$ cat config.mk
export PLATFORM = sky130hd
export DESIGN_NAME = mpg_pulse_gen
export DESIGN_NICKNAME = d
export VERILOG_FILES = /design/src/include/mpg_pkg.sv /design/src/rtl/mpg_pulse_gen.sv
export SDC_FILE = /design/constraint.sdc
export NUM_CORES = 1
export LEC_CHECK = 0
export BUFFER_PORTS_ARGS = -buffer_cell sky130_fd_sc_hd__buf_2
export CORE_ASPECT_RATIO = 1.75
export CORE_MARGIN = 3
export CORE_UTILIZATION = 52
export CTS_CLUSTER_DIAMETER = 200
export CTS_CLUSTER_SIZE = 28
export DETAILED_ROUTE_END_ITERATION = 6
export PLACE_DENSITY_LB_ADDON = 0.1
export RECOVER_POWER = 25
export SYNTH_ARGS = -nofsm -noshare
export SYNTH_HDL_FRONTEND = slang
export SYNTH_SLANG_ARGS = --single-unit
$ cat constraint.sdc
create_clock -name clk -period 3.03 [get_ports clk]
set_input_delay 0.303 -clock clk [delete_from_list [all_inputs] [get_ports clk]]
set_output_delay 0.303 -clock clk [all_outputs]
set_load 0.05 [all_outputs]
$ cat src/include/mpg_pkg.sv
// package: constants, register map and carrier types of the metering pulse generator
`default_nettype none
package mpg_pkg;
    // register indices (byte address is four times the index)
    localparam int MPG_IDX_MAX_WIDTH = 32'h0000_210a;
    localparam int MPG_IDX_INTERVAL = 32'h0000_210b;
    localparam int MPG_IDX_POLARITY = 32'h0000_210c;
    localparam int MPG_IDX_IRQ_STATUS = 32'h0000_2110;
    localparam int MPG_IDX_IRQ_MASK = 32'h0000_2111;
    localparam int MPG_IDX_PULSE_STATE = 32'h0000_2112;
    localparam int MPG_IDX_OPT_SELECT = 32'h0000_2456;
    localparam logic [15:0] MPG_ADDR_MAX_WIDTH = 16'(MPG_IDX_MAX_WIDTH * 4);
    localparam logic [15:0] MPG_ADDR_INTERVAL = 16'(MPG_IDX_INTERVAL * 4);
    localparam logic [15:0] MPG_ADDR_POLARITY = 16'(MPG_IDX_POLARITY * 4);
    localparam logic [15:0] MPG_ADDR_IRQ_STATUS = 16'(MPG_IDX_IRQ_STATUS * 4);
    localparam logic [15:0] MPG_ADDR_IRQ_MASK = 16'(MPG_IDX_IRQ_MASK * 4);
    localparam logic [15:0] MPG_ADDR_PULSE_STATE = 16'(MPG_IDX_PULSE_STATE * 4);
    localparam logic [15:0] MPG_ADDR_OPT_SELECT = 16'(MPG_IDX_OPT_SELECT * 4);
    // field positions
    localparam int MPG_POL_INVERT_BIT = 0;
    localparam int MPG_OPT_SEL_LSB = 2;
    // reset values
    localparam logic [7:0] MPG_RST_MAX_WIDTH = 8'hff;
    localparam logic [7:0] MPG_RST_INTERVAL = 8'h00;
    localparam logic MPG_RST_POLARITY = 1'b0;
    localparam logic [1:0] MPG_RST_OPT_SELECT = 2'h0;
    localparam logic [3:0] MPG_RST_IRQ_MASK = 4'h0;
    // timing: one interval count is four filter-clock cycles
    localparam int MPG_CYCLES_PER_COUNT = 4;
    localparam logic [1:0] MPG_DIV_LAST = 2'(MPG_CYCLES_PER_COUNT - 1);
    localparam logic [7:0] MPG_WIDTH_NO_LIMIT = 8'hff;
    // energy FIFO geometry
    localparam int MPG_FIFO_DEPTH = 8;
    localparam int MPG_FIFO_AW = 3;
    // pulse index in status, mask and state registers
    localparam int MPG_P_ENERGY_A = 0;
    localparam int MPG_P_ENERGY_B = 1;
    localparam int MPG_P_STATUS_A = 2;
    localparam int MPG_P_STATUS_B = 3;

    // optical transmit pin source
    typedef enum logic [1:0] {
        MPG_OPT_NORMAL = 2'b00,
        MPG_OPT_ENERGY_A = 2'b01,
        MPG_OPT_ENERGY_B = 2'b10,
        MPG_OPT_BOTH = 2'b11
    } mpg_opt_sel_t;

    // bits exported by the compute engine, all on clk
    typedef struct packed {
        logic frame_start;
        logic pass_start;
        logic energy_valid;
        logic energy_a;
        logic energy_b;
        logic status_valid;
        logic status_a;
        logic status_b;
    } mpg_export_t;
endpackage
`default_nettype wire

$ cat src/rtl/mpg_pulse_gen.sv
// metering pulse output generator: energy FIFO, interval pacing, width limit, APB registers
//
// Functional notes
// - each of four pulse outputs can raise an interrupt when it pulses
// - one polarity bit inverts all pulse outputs; one means active high
// - polarity bit resets to zero, outputs idle high, pulse low
// - status pulses follow engine bits, at most one update per pass
// - energy sign bits of a pass go into an eight-entry FIFO
// - energy FIFO is cleared at the start of each multiplexer frame
// - interval register sets first-update delay and spacing of updates
// - one interval count equals four filter-clock cycles
// - interval zero bypasses the FIFO; energy outputs follow sign bits
// - updates not released before frame end are lost by the clear
// - width register limits active width to (2*value+1) intervals
// - width 255 or interval zero applies no limit
// - energy outputs drive their own segment/IO pins
// - two-bit select routes pulses to the optical transmit pin
//
// Register access over APB was chosen for this implementation.
`timescale 1ns/1ns
`default_nettype none
module mpg_pulse_gen (
    // clock and reset (clk is the filter clock)
    input wire logic clk,
    input wire logic arst_n,
    // apb slave
    input wire logic psel,
    input wire logic penable,
    input wire logic pwrite,
    input wire logic [15:0] paddr,
    input wire logic [31:0] pwdata,
    output logic [31:0] prdata,
    output logic pready,
    output logic pslverr,
    // compute engine export
    input wire mpg_pkg::mpg_export_t ce_export,
    input wire logic opt_normal_data,
    // pins
    output logic seg_io_pin_0,
    output logic seg_io_pin_1,
    output logic seg_io_pin_6,
    output logic seg_io_pin_7,
    output logic optical_transmit_pin,
    // interrupt
    output logic irq
);
    logic [7:0] pulse_max_width;
    logic [7:0] pulse_update_interval;
    logic pulse_polarity_invert;
    logic [1:0] optical_output_select;
    logic [3:0] irq_status;
    logic [3:0] irq_mask;
    logic [1:0] fifo_mem [mpg_pkg::MPG_FIFO_DEPTH];
    logic [2:0] wr_ptr;
    logic [2:0] rd_ptr;
    logic [3:0] fifo_count;
    logic [1:0] div_cnt;
    logic [7:0] slot_cnt;
    logic [1:0] energy_raw;
    logic [1:0] energy_act;
    logic [1:0] status_act;
    logic status_done;
    logic [3:0] act_prev;
    logic [3:0] pulse_act;
    logic [3:0] pulse_rise;
    logic quarter_tick;
    logic slot_event;
    logic fifo_on;
    logic width_on;
    logic fifo_push;
    logic fifo_pop;
    logic apb_write;
    logic apb_read;
    logic next_opt;
    logic [31:0] next_rdata;
    logic next_err;

    localparam logic [3:0] FIFO_FULL = 4'(mpg_pkg::MPG_FIFO_DEPTH);

    assign fifo_on = (pulse_update_interval != 8'h00);
    assign width_on = fifo_on && (pulse_max_width != mpg_pkg::MPG_WIDTH_NO_LIMIT);
    assign apb_write = psel && penable && pready && pwrite;
    assign apb_read = psel && penable && !pready && !pwrite;
    assign pulse_act = {status_act, energy_act};
    assign pulse_rise = pulse_act & ~act_prev;

    // apb handshake: one wait state, answer on second access cycle
    always_ff @(posedge clk or negedge arst_n) begin
        if (!arst_n) begin
            pready <= 1'b0;
            prdata <= 32'h0000_0000;
            pslverr <= 1'b0;
        end else begin
            pready <= psel && penable && !pready;
            if (psel && penable && !pready) begin
                prdata <= apb_read ? next_rdata : 32'h0000_0000;
                pslverr <= next_err;
            end else begin
                pslverr <= 1'b0;
            end
        end
    end

    // read mux and address decode
    always_comb begin
        next_rdata = 32'h0000_0000;
        next_err = 1'b0;
        case (paddr)
            mpg_pkg::MPG_ADDR_MAX_WIDTH: next_rdata[7:0] = pulse_max_width;
            mpg_pkg::MPG_ADDR_INTERVAL: next_rdata[7:0] = pulse_update_interval;
            mpg_pkg::MPG_ADDR_POLARITY:
                next_rdata[mpg_pkg::MPG_POL_INVERT_BIT] = pulse_polarity_invert;
            mpg_pkg::MPG_ADDR_IRQ_STATUS: next_rdata[3:0] = irq_status;
            mpg_pkg::MPG_ADDR_IRQ_MASK: next_rdata[3:0] = irq_mask;
            mpg_pkg::MPG_ADDR_PULSE_STATE: next_rdata[7:0] = {fifo_count, pulse_act};
            mpg_pkg::MPG_ADDR_OPT_SELECT:
                next_rdata[mpg_pkg::MPG_OPT_SEL_LSB +: 2] = optical_output_select;
            default: next_err = 1'b1;
        endcase
    end

    // control registers written by software
    always_ff @(posedge clk or negedge arst_n) begin
        if (!arst_n) begin
            pulse_max_width <= mpg_pkg::MPG_RST_MAX_WIDTH;
            pulse_update_interval <= mpg_pkg::MPG_RST_INTERVAL;
            pulse_polarity_invert <= mpg_pkg::MPG_RST_POLARITY;
            optical_output_select <= mpg_pkg::MPG_RST_OPT_SELECT;
            irq_mask <= mpg_pkg::MPG_RST_IRQ_MASK;
        end else if (apb_write) begin
            case (paddr)
                mpg_pkg::MPG_ADDR_MAX_WIDTH: pulse_max_width <= pwdata[7:0];
                mpg_pkg::MPG_ADDR_INTERVAL: pulse_update_interval <= pwdata[7:0];
                mpg_pkg::MPG_ADDR_POLARITY:
                    pulse_polarity_invert <= pwdata[mpg_pkg::MPG_POL_INVERT_BIT];
                mpg_pkg::MPG_ADDR_OPT_SELECT:
                    optical_output_select <= pwdata[mpg_pkg::MPG_OPT_SEL_LSB +: 2];
                mpg_pkg::MPG_ADDR_IRQ_MASK: irq_mask <= pwdata[3:0];
                default: ;
            endcase
        end
    end

    // sticky pulse events, write one to clear, a new event wins over the clear
    always_ff @(posedge clk or negedge arst_n) begin
        if (!arst_n) begin
            irq_status <= 4'h0;
            act_prev <= 4'h0;
            irq <= 1'b0;
        end else begin
            act_prev <= pulse_act;
            if (apb_write && paddr == mpg_pkg::MPG_ADDR_IRQ_STATUS) begin
                irq_status <= (irq_status & ~pwdata[3:0]) | pulse_rise;
            end else begin
                irq_status <= irq_status | pulse_rise;
            end
            irq <= |(irq_status & irq_mask);
        end
    end

    // status pulses: first valid export of a pass wins, later ones ignored
    always_ff @(posedge clk or negedge arst_n) begin
        if (!arst_n) begin
            status_act <= 2'b00;
            status_done <= 1'b0;
        end else if (ce_export.pass_start) begin
            status_done <= 1'b0;
        end else if (ce_export.status_valid && !status_done) begin
            status_act <= {ce_export.status_b, ce_export.status_a};
            status_done <= 1'b1;
        end
    end

    // quarter-rate divider and interval slot counter, restarted at frame start
    always_ff @(posedge clk or negedge arst_n) begin
        if (!arst_n) begin
            div_cnt <= 2'b00;
            slot_cnt <= 8'h00;
        end else if (ce_export.frame_start || !fifo_on) begin
            div_cnt <= 2'b00;
            slot_cnt <= 8'h00;
        end else begin
            div_cnt <= div_cnt + 2'b01;
            if (quarter_tick) begin
                slot_cnt <= slot_event ? 8'h00 : slot_cnt + 8'h01;
            end
        end
    end
    assign quarter_tick = (div_cnt == mpg_pkg::MPG_DIV_LAST);
    assign slot_event = fifo_on && !ce_export.frame_start && quarter_tick
        && (slot_cnt + 8'h01 == pulse_update_interval);

    // energy FIFO: filled during the pass, drained one entry per slot
    assign fifo_push = fifo_on && ce_export.energy_valid && (fifo_count != FIFO_FULL);
    assign fifo_pop = slot_event && (fifo_count != 4'h0);
    always_ff @(posedge clk or negedge arst_n) begin
        if (!arst_n) begin
            wr_ptr <= 3'h0;
            rd_ptr <= 3'h0;
            fifo_count <= 4'h0;
        end else if (ce_export.frame_start || !fifo_on) begin
            wr_ptr <= 3'h0;
            rd_ptr <= 3'h0;
            fifo_count <= 4'h0;
        end else begin
            if (fifo_push) begin
                wr_ptr <= wr_ptr + 3'h1;
            end
            if (fifo_pop) begin
                rd_ptr <= rd_ptr + 3'h1;
            end
            fifo_count <= fifo_count + 4'(fifo_push) - 4'(fifo_pop);
        end
    end

    // FIFO storage
    always_ff @(posedge clk or negedge arst_n) begin
        if (!arst_n) begin
            for (int i = 0; i < mpg_pkg::MPG_FIFO_DEPTH; i++) begin
                fifo_mem[i] <= 2'b00;
            end
        end else if (fifo_push) begin
            fifo_mem[wr_ptr] <= {ce_export.energy_b, ce_export.energy_a};
        end
    end

    // raw energy level: FIFO output, or the sign bits directly in bypass
    always_ff @(posedge clk or negedge arst_n) begin
        if (!arst_n) begin
            energy_raw <= 2'b00;
        end else if (!fifo_on) begin
            if (ce_export.energy_valid) begin
                energy_raw <= {ce_export.energy_b, ce_export.energy_a};
            end
        end else if (fifo_pop) begin
            energy_raw <= fifo_mem[rd_ptr];
        end
    end

    // per-channel width limit counted in update intervals
    for (genvar ch = 0; ch < 2; ch++) begin : g_width
        logic [8:0] width_cnt;
        logic cut;
        always_ff @(posedge clk or negedge arst_n) begin
            if (!arst_n) begin
                width_cnt <= 9'h000;
                cut <= 1'b0;
            end else if (!energy_raw[ch] || !width_on) begin
                width_cnt <= 9'h000;
                cut <= 1'b0;
            end else if (slot_event) begin
                if (fifo_pop && !fifo_mem[rd_ptr][ch]) begin
                    width_cnt <= 9'h000;
                    cut <= 1'b0;
                end else if (!cut) begin
                    width_cnt <= width_cnt + 9'h001;
                    cut <= (width_cnt + 9'h001 == {pulse_max_width, 1'b1});
                end
            end
        end
        assign energy_act[ch] = energy_raw[ch] && !cut;
    end

    // optical pin source
    always_comb begin
        case (mpg_pkg::mpg_opt_sel_t'(optical_output_select))
            mpg_pkg::MPG_OPT_NORMAL: next_opt = opt_normal_data;
            mpg_pkg::MPG_OPT_ENERGY_A: next_opt = pulse_polarity_invert == energy_act[0];
            mpg_pkg::MPG_OPT_ENERGY_B: next_opt = pulse_polarity_invert == energy_act[1];
            mpg_pkg::MPG_OPT_BOTH: next_opt = pulse_polarity_invert == (|energy_act);
            default: next_opt = opt_normal_data;
        endcase
    end

    // pin registers: pulses active low unless the invert bit is set; optical pin passes normal data at select zero and resets low
    always_ff @(posedge clk or negedge arst_n) begin
        if (!arst_n) begin
            seg_io_pin_0 <= 1'b1;
            seg_io_pin_1 <= 1'b1;
            seg_io_pin_6 <= 1'b1;
            seg_io_pin_7 <= 1'b1;
            optical_transmit_pin <= 1'b0;
        end else begin
            seg_io_pin_0 <= pulse_polarity_invert == energy_act[0];
            seg_io_pin_1 <= pulse_polarity_invert == energy_act[1];
            seg_io_pin_6 <= pulse_polarity_invert == status_act[0];
            seg_io_pin_7 <= pulse_polarity_invert == status_act[1];
            optical_transmit_pin <= next_opt;
        end
    end
endmodule
`default_nettype wire

==> flow_metrics.tcl, run 1 <==
set metrics [dict create \
    num_rows 52 \
    die-area_mm2 0.0134 \
    grt_first_pass_wirelength_um 25100 \
    synth-seq-area-share 0.437 \
    avgViaCountPerCell 6.06 \
    drc 8 \
    postSynth.asyncResetShare 1.00 \
    critPathKind "reg2reg" \
    r2r_slack_ns 0.16 \
    core-area_mm2 0.0116 \
    worst_slack_ns 0.159 \
    stdcell_area_mm2 0.00686 \
    io_pins 102 \
    synth-edff-count 0 \
    min_from "ce_export[6]" \
    yosysMostFrequentCell "dfrtp_1" \
    slew_viol_final 0 \
    yosys.cell_types.count 68 \
    r2r-end "fifo_count[2]" \
    hold_viol_final 0 \
    wl_um 15600 \
    cp-end-kind "flop" \
    synth_top_cells_by_count "dfrtp_1 (96), nor2_1 (46), mux2_2 (42), nand2_1 (42), buf_4 (26)" \
    ctsHoldBuffers 0 \
    setup_violations 0 \
    worst_pin_slew_ns 1.46 \
    vias 4870 \
    antennaDiodeCount 0 \
    syn2layout_area_growth_pct 10.2 \
    dp_cells 788 \
    clkSinkCount 108 \
    track_usage 0.247 \
    syn_avg_cell_area_um2 10.2 \
    synthFlopType "dfrtp_1" \
    rsz0062_at_grt "no" \
    post_cts_buffers 0 \
    path_cells "and3_1, a21oi_1, o31a_1, and4_1, ha_1, inv_1, ha_1, fa_1, xnor2_1, nor2_1" \
    r2r_start "slot_cnt[2]" \
    cts-root-buf "clkbuf_16" \
    stdcell_count 804 \
    cp_max_fo 12 \
    port_buffers 53 \
    gp_congestion 0.916 \
    max_stage_delay_ns 0.56 \
    avgRoutedWirePerCell_um 19.4 \
    grt-ovfl-total 0 \
    grt_pass1_vias 5018 \
    initial_core_util 0.534 \
    critPathArrivalTime_ns 3.11 \
    fin_crit_sh 0.948 \
    drtPass1Iterations 7 \
    total_power_mw 2.87 \
    fin_worst_skew_ns 0.0101 \
    hold_path_end "status_done" \
    relSlewSlack 0.0254 \
    critPathRequiredTime_ns 3.27 \
    synth_top_area_cell "dfrtp_1" \
    crit_path_start_kind "flop" \
    htreeDepth 3 \
    synthCells 611 \
    grt_antenna_before_repair 1 \
    fp.dieW_um 88.7 \
    synth.area.top_cells "dfrtp_1 (39%), mux2_2 (7.6%), dfstp_2 (5.1%), buf_4 (3.1%), xnor2_1 (3.1%)" \
    drtIter0Drc 295 \
    min_path_cells 2 \
    leakagePower_nw 3.11 \
    hold_path_class "in2reg" \
    die_h_um 151 \
    status "finished, violations left" \
    ff2ff_path_depth 10 \
    insertion_delay_ns 0.36 \
    hpwl_um 12000 \
    yosys.area.top_type_share 0.386 \
    synth_area_mm2 0.00622 \
    cts_buffers 9 \
    cap_violations 0 \
    place_area_mm2 0.00657 \
    clockBufferDepth 2 \
    preCtsSetupSlack_ns 0.167 \
    min_period_ns 2.87 \
    p_per_area_mw_per_mm2 419 \
    finalNetCount 739 \
    cts_tree "built" \
    vdd_drop_max_v 0.000303 \
    setup_tns_ns 0 \
    drtAntennaViolNets 0 \
    synth_warnings 0 \
    clkSlewWorstSetupHoldPaths_ns 0.08 \
    grt_max_degree 61 \
    cp_slowest_cell "dfrtp_1" \
    fmax_ghz 0.348 \
    drive_above_1_share 0.233 \
    n_fill_cell 1031 \
    ys_ff_latch 108 \
    cpMostUsedCell "ha_1" \
    violations "DRC" \
]
worst max path at each step:
stage | from | endpoint | slack (ns) | cells past startpoint
after floorplan | slot_cnt[0] | fifo_count[1] | 0.17 | 12
after global placement | slot_cnt[0] | fifo_count[1] | 0.21 | 10
after detailed placement | slot_cnt[0] | fifo_count[1] | 0.17 | 10
after CTS | slot_cnt[0] | fifo_count[1] | 0.13 | 10
after global routing | slot_cnt[2] | fifo_count[2] | 0.002 | 10
final | slot_cnt[2] | fifo_count[2] | 0.16 | 10
flip-flops by register name, summed over array words and instances, names as in the netlist, 3 cells and up:
name and cells:
irq_mask 4, slot_cnt 8, fifo_count 4, fifo_mem 16, pulse_max_width 8, rd_ptr 3
wr_ptr 3, irq_status 4, g_width.width_cnt 18, prdata 8, act_prev 4, pulse_update_interval 8
report_power, final:
| part | internal [mW] | switching, mW |
|---|---|---|
| logic | 0.0479 | 0.181 |
| registers | 1.47 | 0.0165 |
| clock network | 0.580 | 0.577 |
| total | 2.10 | 0.775 |
cell type report:
cell class,instances,area [µm²],area share
multi-input combinational,454,3210,0.469
sequential,108,2720,0.396
timing repair buffer,68,378,0.0551
clock buffer,9,225,0.0328
tap,135,169,0.0246
inverter,23,86.3,0.0126
clock inverter,7,67.6,0.00985
per-stage QoR:
| step | hold slack [ns] | util |
|---|---|---|
| 4_1_cts | 0.0367 | 0.589 |
| 6_report | 0.107 | 0.589 |
| 3_5_place_dp | 0.407 | 0.564 |
| 5_1_grt | 0.109 | 0.589 |
| 2_1_floorplan | 0.00741 | - |
| 3_3_place_gp | 0.405 | 0.564 |
layer usage:
| layer | wire, µm | vias up | global-route usage |
|---|---|---|---|
| li1 | - | 2298 | - |
| met1 | 5650 | 2384 | 0.258 |
| met2 | 8690 | 138 | 0.458 |
| met3 | 585 | 48 | 0.0400 |
| met4 | 698 | 2 | 0.128 |
| met5 | 13 | - | 0 |
worst max-delay path: cells and delay by family (launching register included):
| family | cells | cell delay (ns) |
|---|---|---|
| fa+ha+maj | 3 | 0.87 |
| simple gates | 3 | 0.62 |
| flops | 1 | 0.56 |
| compound gates | 2 | 0.51 |
| xor+xnor | 1 | 0.16 |
| buf+inv | 1 | 0.04 |
cells in the final DEF (no fill, tap or decap), drive strengths merged, types with 7 or more instances in the layout:
cell type	instances
inv	26
dfrtp	96
ha	12
xor2	19
xnor2	22
nand3	22
a21oi	17
mux2	42
nand4	8
o21ai	20
a22oi	7
nor3	18
a31oi	22
clkbuf	10
conb	24
buf	67
nor2	46
nand2	42
dfstp	12
nor4	10
and3	8
nand2b	8
and2	7
what timing repair did:
item / 4_1_cts / 5_1_grt
setup endpoints to repair: 0 / 3
resized for setup: 0 / 1
hold endpoints to repair: 0 / 0
kinds of logic after synthesis:
group,after synthesis,share of synthesized area
XOR/XNOR,41,0.0577
adder cells (fa/ha/maj),13,0.0273
flip-flops,108,0.437
AO/OA/AOI/OAI,130,0.156
AND/OR/NAND/NOR,197,0.165
buffers and inverters,72,0.0609
other,1,0.000603
multiplexers,49,0.0959
Power figures use the tool's default switching activity.
==> run 2, diff against run 1 <==
Settings changed: CELL_PAD_IN_SITES_DETAIL_PLACEMENT set to 1, CELL_PAD_IN_SITES_GLOBAL_PLACEMENT set to 1, CORE_UTILIZATION 52 to 40.
==> run 2 against run 1 <==
  * The flow finishes with violations (capacitance limit, slew limit)
  * Sequential share of layout area is 0.75 points lower
  * Largest power group unchanged
  * Routed wire length is 11% higher
  * Clock skew is 0.0027 ns lower
  * Flip-flop and latch count stayed put
  * Critical path depth is 2 higher
  * Worst setup slack better by 0.0075 ns
  * Register-to-register slack hardly changed
  * Global-route usage is 3.8 points lower
  * Sequential power hardly changed
  * First-iteration DRC count is 32% lower
==> flow_metrics.tcl, run 2 (synthesis gave the netlist of run 1 again) <==
set metrics [dict create \
    stdcell_count 852 \
    antennaDiodeCount 0 \
    setup_violations 0 \
    clkSinkCount 108 \
    critPathRequiredTime_ns 3.26 \
    largestRegisters "g_width.width_cnt (18), fifo_mem (16)" \
    utilization 0.464 \
    critPathArrivalTime_ns 3.10 \
    grt_antenna_before_repair 0 \
    grt_max_degree 61 \
    fin_crit_sh 0.945 \
    wl_um 17400 \
    track_usage 0.209 \
    io_pins 102 \
    grt-ovfl-total 0 \
    avgRoutedWirePerCell_um 20.4 \
    leakagePower_nw 3.13 \
    vdd_drop_max_v 0.000300 \
    crit_path_start_kind "flop" \
    drive_above_1_share 0.239 \
    largest_reg_flops 18 \
    gp_congestion 0.842 \
    cp-end-kind "flop" \
    core-area_mm2 0.0151 \
    fmax_ghz 0.349 \
    clockBufferDepth 2 \
    drtAntennaViolNets 0 \
    cap_violations 1 \
    num_rows 59 \
    regMostFlops "g_width.width_cnt" \
    stdcell_area_mm2 0.00699 \
    cts_buffers 9 \
    slew_viol_final 61 \
    finalNetCount 739 \
    ctsHoldBuffers 0 \
    initial_core_util 0.413 \
    drc 0 \
    htreeDepth 3 \
    hold_path_class "in2reg" \
    syn2layout_area_growth_pct 12.4 \
    min_period_ns 2.86 \
    hpwl_um 13600 \
    status "finished, violations left" \
    drtPass1Iterations 5 \
    total_power_mw 3.08 \
    place_area_mm2 0.00662 \
    final_cell_mix "dfrtp_1 (95), buf_2 (52), nor2_1 (46)" \
    avgViaCountPerCell 5.75 \
    dp_cells 835 \
    critPathKind "reg2reg" \
    grt_first_pass_wirelength_um 27900 \
    clkSlewWorstSetupHoldPaths_ns 0.07 \
    fp.dieW_um 100 \
    cp_max_fo 8 \
    hold_viol_final 0 \
    die-area_mm2 0.0171 \
    insertion_delay_ns 0.35 \
    die_h_um 171 \
    cts-root-buf "clkbuf_16" \
    worst_pin_slew_ns 1.53 \
    fin_worst_skew_ns 0.00736 \
    port_buffers 53 \
    vias 4903 \
    relSlewSlack -0.0195 \
    grt_pass1_vias 5209 \
    drtIter0Drc 201 \
    final_common_cell "dfrtp_1" \
    p_per_area_mw_per_mm2 440 \
    violations "capacitance limit, slew limit" \
    cts_tree "built" \
    hold_slack_ns 0.112 \
]
==> run 2: changes by cell type in the layout (fill, tap and decap cells not counted), sizes merged <==
cell and delta:
clkinvlp -1, clkbuf +2, inv -2, bufinv +3, clkinv -2
==> run 2: path summary, 6_finish.rpt <==
check	start	slack (ns)	end	depth (start not counted)
max	slot_cnt[0]	0.17	fifo_count[3]	12
min	ce_export[6]	0.11	status_done	2
max reg2reg	slot_cnt[0]	0.17	fifo_count[3]	12
min reg2reg	act_prev[0]	0.43	irq_status[0]	1
max in group asynchronous	arst_n	1.60	pulse_max_width[1]	2
min in group asynchronous	arst_n	0.32	prdata[0]	1
==> run 2: report_power, final <==
part,switching [mW],total (mW),internal [mW]
Clock,0.541,1.35,0.814
Combinational,0.184,0.232,0.0479
Sequential,0.0176,1.49,1.47
==> run 2: cell type report <==
type	instances	area (µm²)
timing repair buffer	68	378
inverter	23	86.3
fill	1680	8070
tap	183	229
multi-input combinational	454	3240
sequential	108	2720
clock buffer	11	233
clock inverter	5	108
==> run 2: repair_timing <==
action / CTS / global route
setup buffers: 0 / 1
endpoints found under the hold margin: 0 / 0
resized for setup: 0 / 7
setup endpoints to repair: 0 / 16
==> run 2: stage by stage <==
step	setup WS (ns)	TNS [ns]
2_1_floorplan	0.172	0
3_3_place_gp	0.159	0
3_5_place_dp	0.0710	0
4_1_cts	0.0599	0
5_1_grt	-0.00166	-0.00166
6_report	0.166	0
==> run 2: per-layer routing <==
layer | vias to the layer above | track usage | routed length, µm
li1 | 2291 | - | -
met1 | 2482 | 0.219 | 6370
met2 | 103 | 0.410 | 9980
met3 | 27 | 0.0318 | 595
met4 | 0 | 0.0762 | 470
met5 | - | 0 | 0
==> run 2: critical path, cell delays in order (launching register included) <==
cell     delay, ns
dfrtp_1       0.45
ha_2          0.27
o21ba_2       0.21
a22oi_1       0.28
o32a_1        0.25
and4_1        0.26
ha_1          0.16
inv_1         0.07
ha_1          0.27
a21o_1        0.16
a21oi_1       0.18
xnor2_1       0.14
nor2_1        0.05
==> run 3, diff against run 2 <==
Settings changed: CORE_UTILIZATION 40 to 44.
Clock period 3.03 ns to 3.2 ns, I/O delays scaled along.
==> run 3 against run 2 <==
  * The flow still finishes with violations (capacitance limit, slew limit)
  * Critical path type unchanged
  * Largest cell class unchanged
  * Non-clock buffer count is 5 lower
  * Via count increased by 0.33%
  * Register-to-register slack gained 0.05 ns
  * Total power is 6.7% lower
  * Combinational power down 5%
  * Core utilization up 4.6 points
==> flow_metrics.tcl, run 3 (synthesis gave the netlist of run 1 again) <==
set metrics [dict create \
    path_cells "and3_1, a21oi_1, o32a_1, a31oi_1, o21ai_0, a31oi_1" \
    rsz0062_at_grt "no" \
    regMostFlops "g_width.width_cnt" \
    path_buf_inv 0 \
    grt_antenna_before_repair 0 \
    hold_viol_final 0 \
    gp_congestion 0.892 \
    max_stage_delay_ns 0.93 \
    insertion_delay_ns 0.35 \
    num_rows 56 \
    grt_pass1_vias 5345 \
    hold_path_class "in2reg" \
    drtPass1Iterations 5 \
    setup_tns_ns 0 \
    clockBufferDepth 2 \
    grt-ovfl-total 0 \
    initial_core_util 0.458 \
    relSlewSlack -0.111 \
    fin_worst_skew_ns 0.0108 \
    critPathTopFamily "compound AO/OA/AOI/OAI gates" \
    critPathRequiredTime_ns 3.47 \
    clkSlewWorstSetupHoldPaths_ns 0.07 \
    syn2layout_area_growth_pct 11.4 \
    cts_buffers 9 \
    cp_slowest_cell "a31oi_1" \
    ff2ff_path_depth 6 \
    clkSinkCount 108 \
    ctsHoldBuffers 0 \
    worst_pin_slew_ns 1.67 \
    track_usage 0.233 \
    grt_first_pass_wirelength_um 28100 \
    n_fill_cell 1534 \
    critPathArrivalTime_ns 3.26 \
    finalNetCount 734 \
    vias 4919 \
    cp-end-kind "flop" \
    fmax_ghz 0.335 \
    drc 0 \
    die_h_um 163 \
    violations "capacitance limit, slew limit" \
    p_per_area_mw_per_mm2 414 \
    largest_reg_flops 18 \
    cpMostUsedCell "a31oi_1" \
    setup_violations 0 \
    vdd_drop_max_v 0.000238 \
    avgViaCountPerCell 5.87 \
    wl_um 17400 \
    final_common_cell "dfrtp_1" \
    final_cell_mix "dfrtp_1 (96), buf_2 (52), nor2_1 (46)" \
    leakagePower_nw 3.11 \
    htreeDepth 3 \
    utilization 0.510 \
    drtIter0Drc 294 \
    die-area_mm2 0.0157 \
    avgRoutedWirePerCell_um 20.8 \
    fin_crit_sh 0.933 \
    io_pins 102 \
    grt_max_degree 64 \
    cts-root-buf "clkbuf_16" \
    core-area_mm2 0.0136 \
    crit_cells 6 \
    min_period_ns 2.99 \
    fp.dieW_um 95.9 \
    largestRegisters "g_width.width_cnt (18), fifo_mem (16)" \
    cts_tree "built" \
    cp_max_fo 13 \
    cap_violations 1 \
    crit_path_start_kind "flop" \
    min_path_cells 2 \
    antennaDiodeCount 0 \
    critPathKind "reg2reg" \
    status "finished, violations left" \
    slew_viol_final 63 \
    drive_above_1_share 0.226 \
    drtAntennaViolNets 0 \
    port_buffers 53 \
    hpwl_um 13200 \
]
-- run 3: power by group --
part | switching [mW] | internal [mW] | total (mW)
sequential | 0.0168 | 1.39 | 1.41
combinational | 0.174 | 0.0456 | 0.220
clock | 0.507 | 0.732 | 1.24
-- run 3: final cells by class --
type / instances / area [µm²] / share of cell area
inverter: 23 / 86.3 / 0.0125
tap: 174 / 218 / 0.0314
timing repair buffer: 63 / 353 / 0.0509
clock inverter: 3 / 68.8 / 0.00993
sequential: 108 / 2720 / 0.392
clock buffer: 13 / 260 / 0.0375
multi-input combinational: 454 / 3230 / 0.466
-- run 3: per-stage QoR --
stage / instances / cell area (µm²) / worst slack (ns) / hold slack, ns / power, mW
detailed placement: 822 / 6590 / 0.154 / 0.411 / 1.66
global placement: 822 / 6590 / 0.247 / 0.398 / 1.65
floorplan: 634 / 6310 / 0.342 / 0.0244 / 1.59
CTS: 838 / 6920 / 0.130 / 0.110 / 2.91
finish: 838 / 6930 / 0.213 / 0.129 / 2.87
global route: 838 / 6930 / 0.0291 / 0.117 / 2.99
-- run 3: routing by layer --
| layer | wire [µm] | GRT usage |
|---|---|---|
| met4 | 305 | 0.0622 |
| met3 | 495 | 0.0323 |
| met2 | 10100 | 0.453 |
| met1 | 6490 | 0.255 |
| met5 | 0 | 0 |
-- run 3: timing repair --
| item | CTS | global route |
|---|---|---|
| setup endpoints to repair | 0 | 12 |
| setup buffers | 0 | 0 |
| gates resized for setup | 0 | 3 |
-- run 3: path summary, 6_finish.rpt --
| check | startpoint | endpoint | slack [ns] |
|---|---|---|---|
| worst max-delay path | slot_cnt[2] | slot_cnt[6] | 0.21 |
| worst min-delay path | ce_export[6] | status_done | 0.13 |
| worst max register to register | slot_cnt[2] | slot_cnt[6] | 0.21 |
| worst min register to register | act_prev[1] | irq_status[1] | 0.42 |
| max in group asynchronous | arst_n | pulse_max_width[3] | 1.73 |
| min in group asynchronous | arst_n | pslverr | 0.40 |
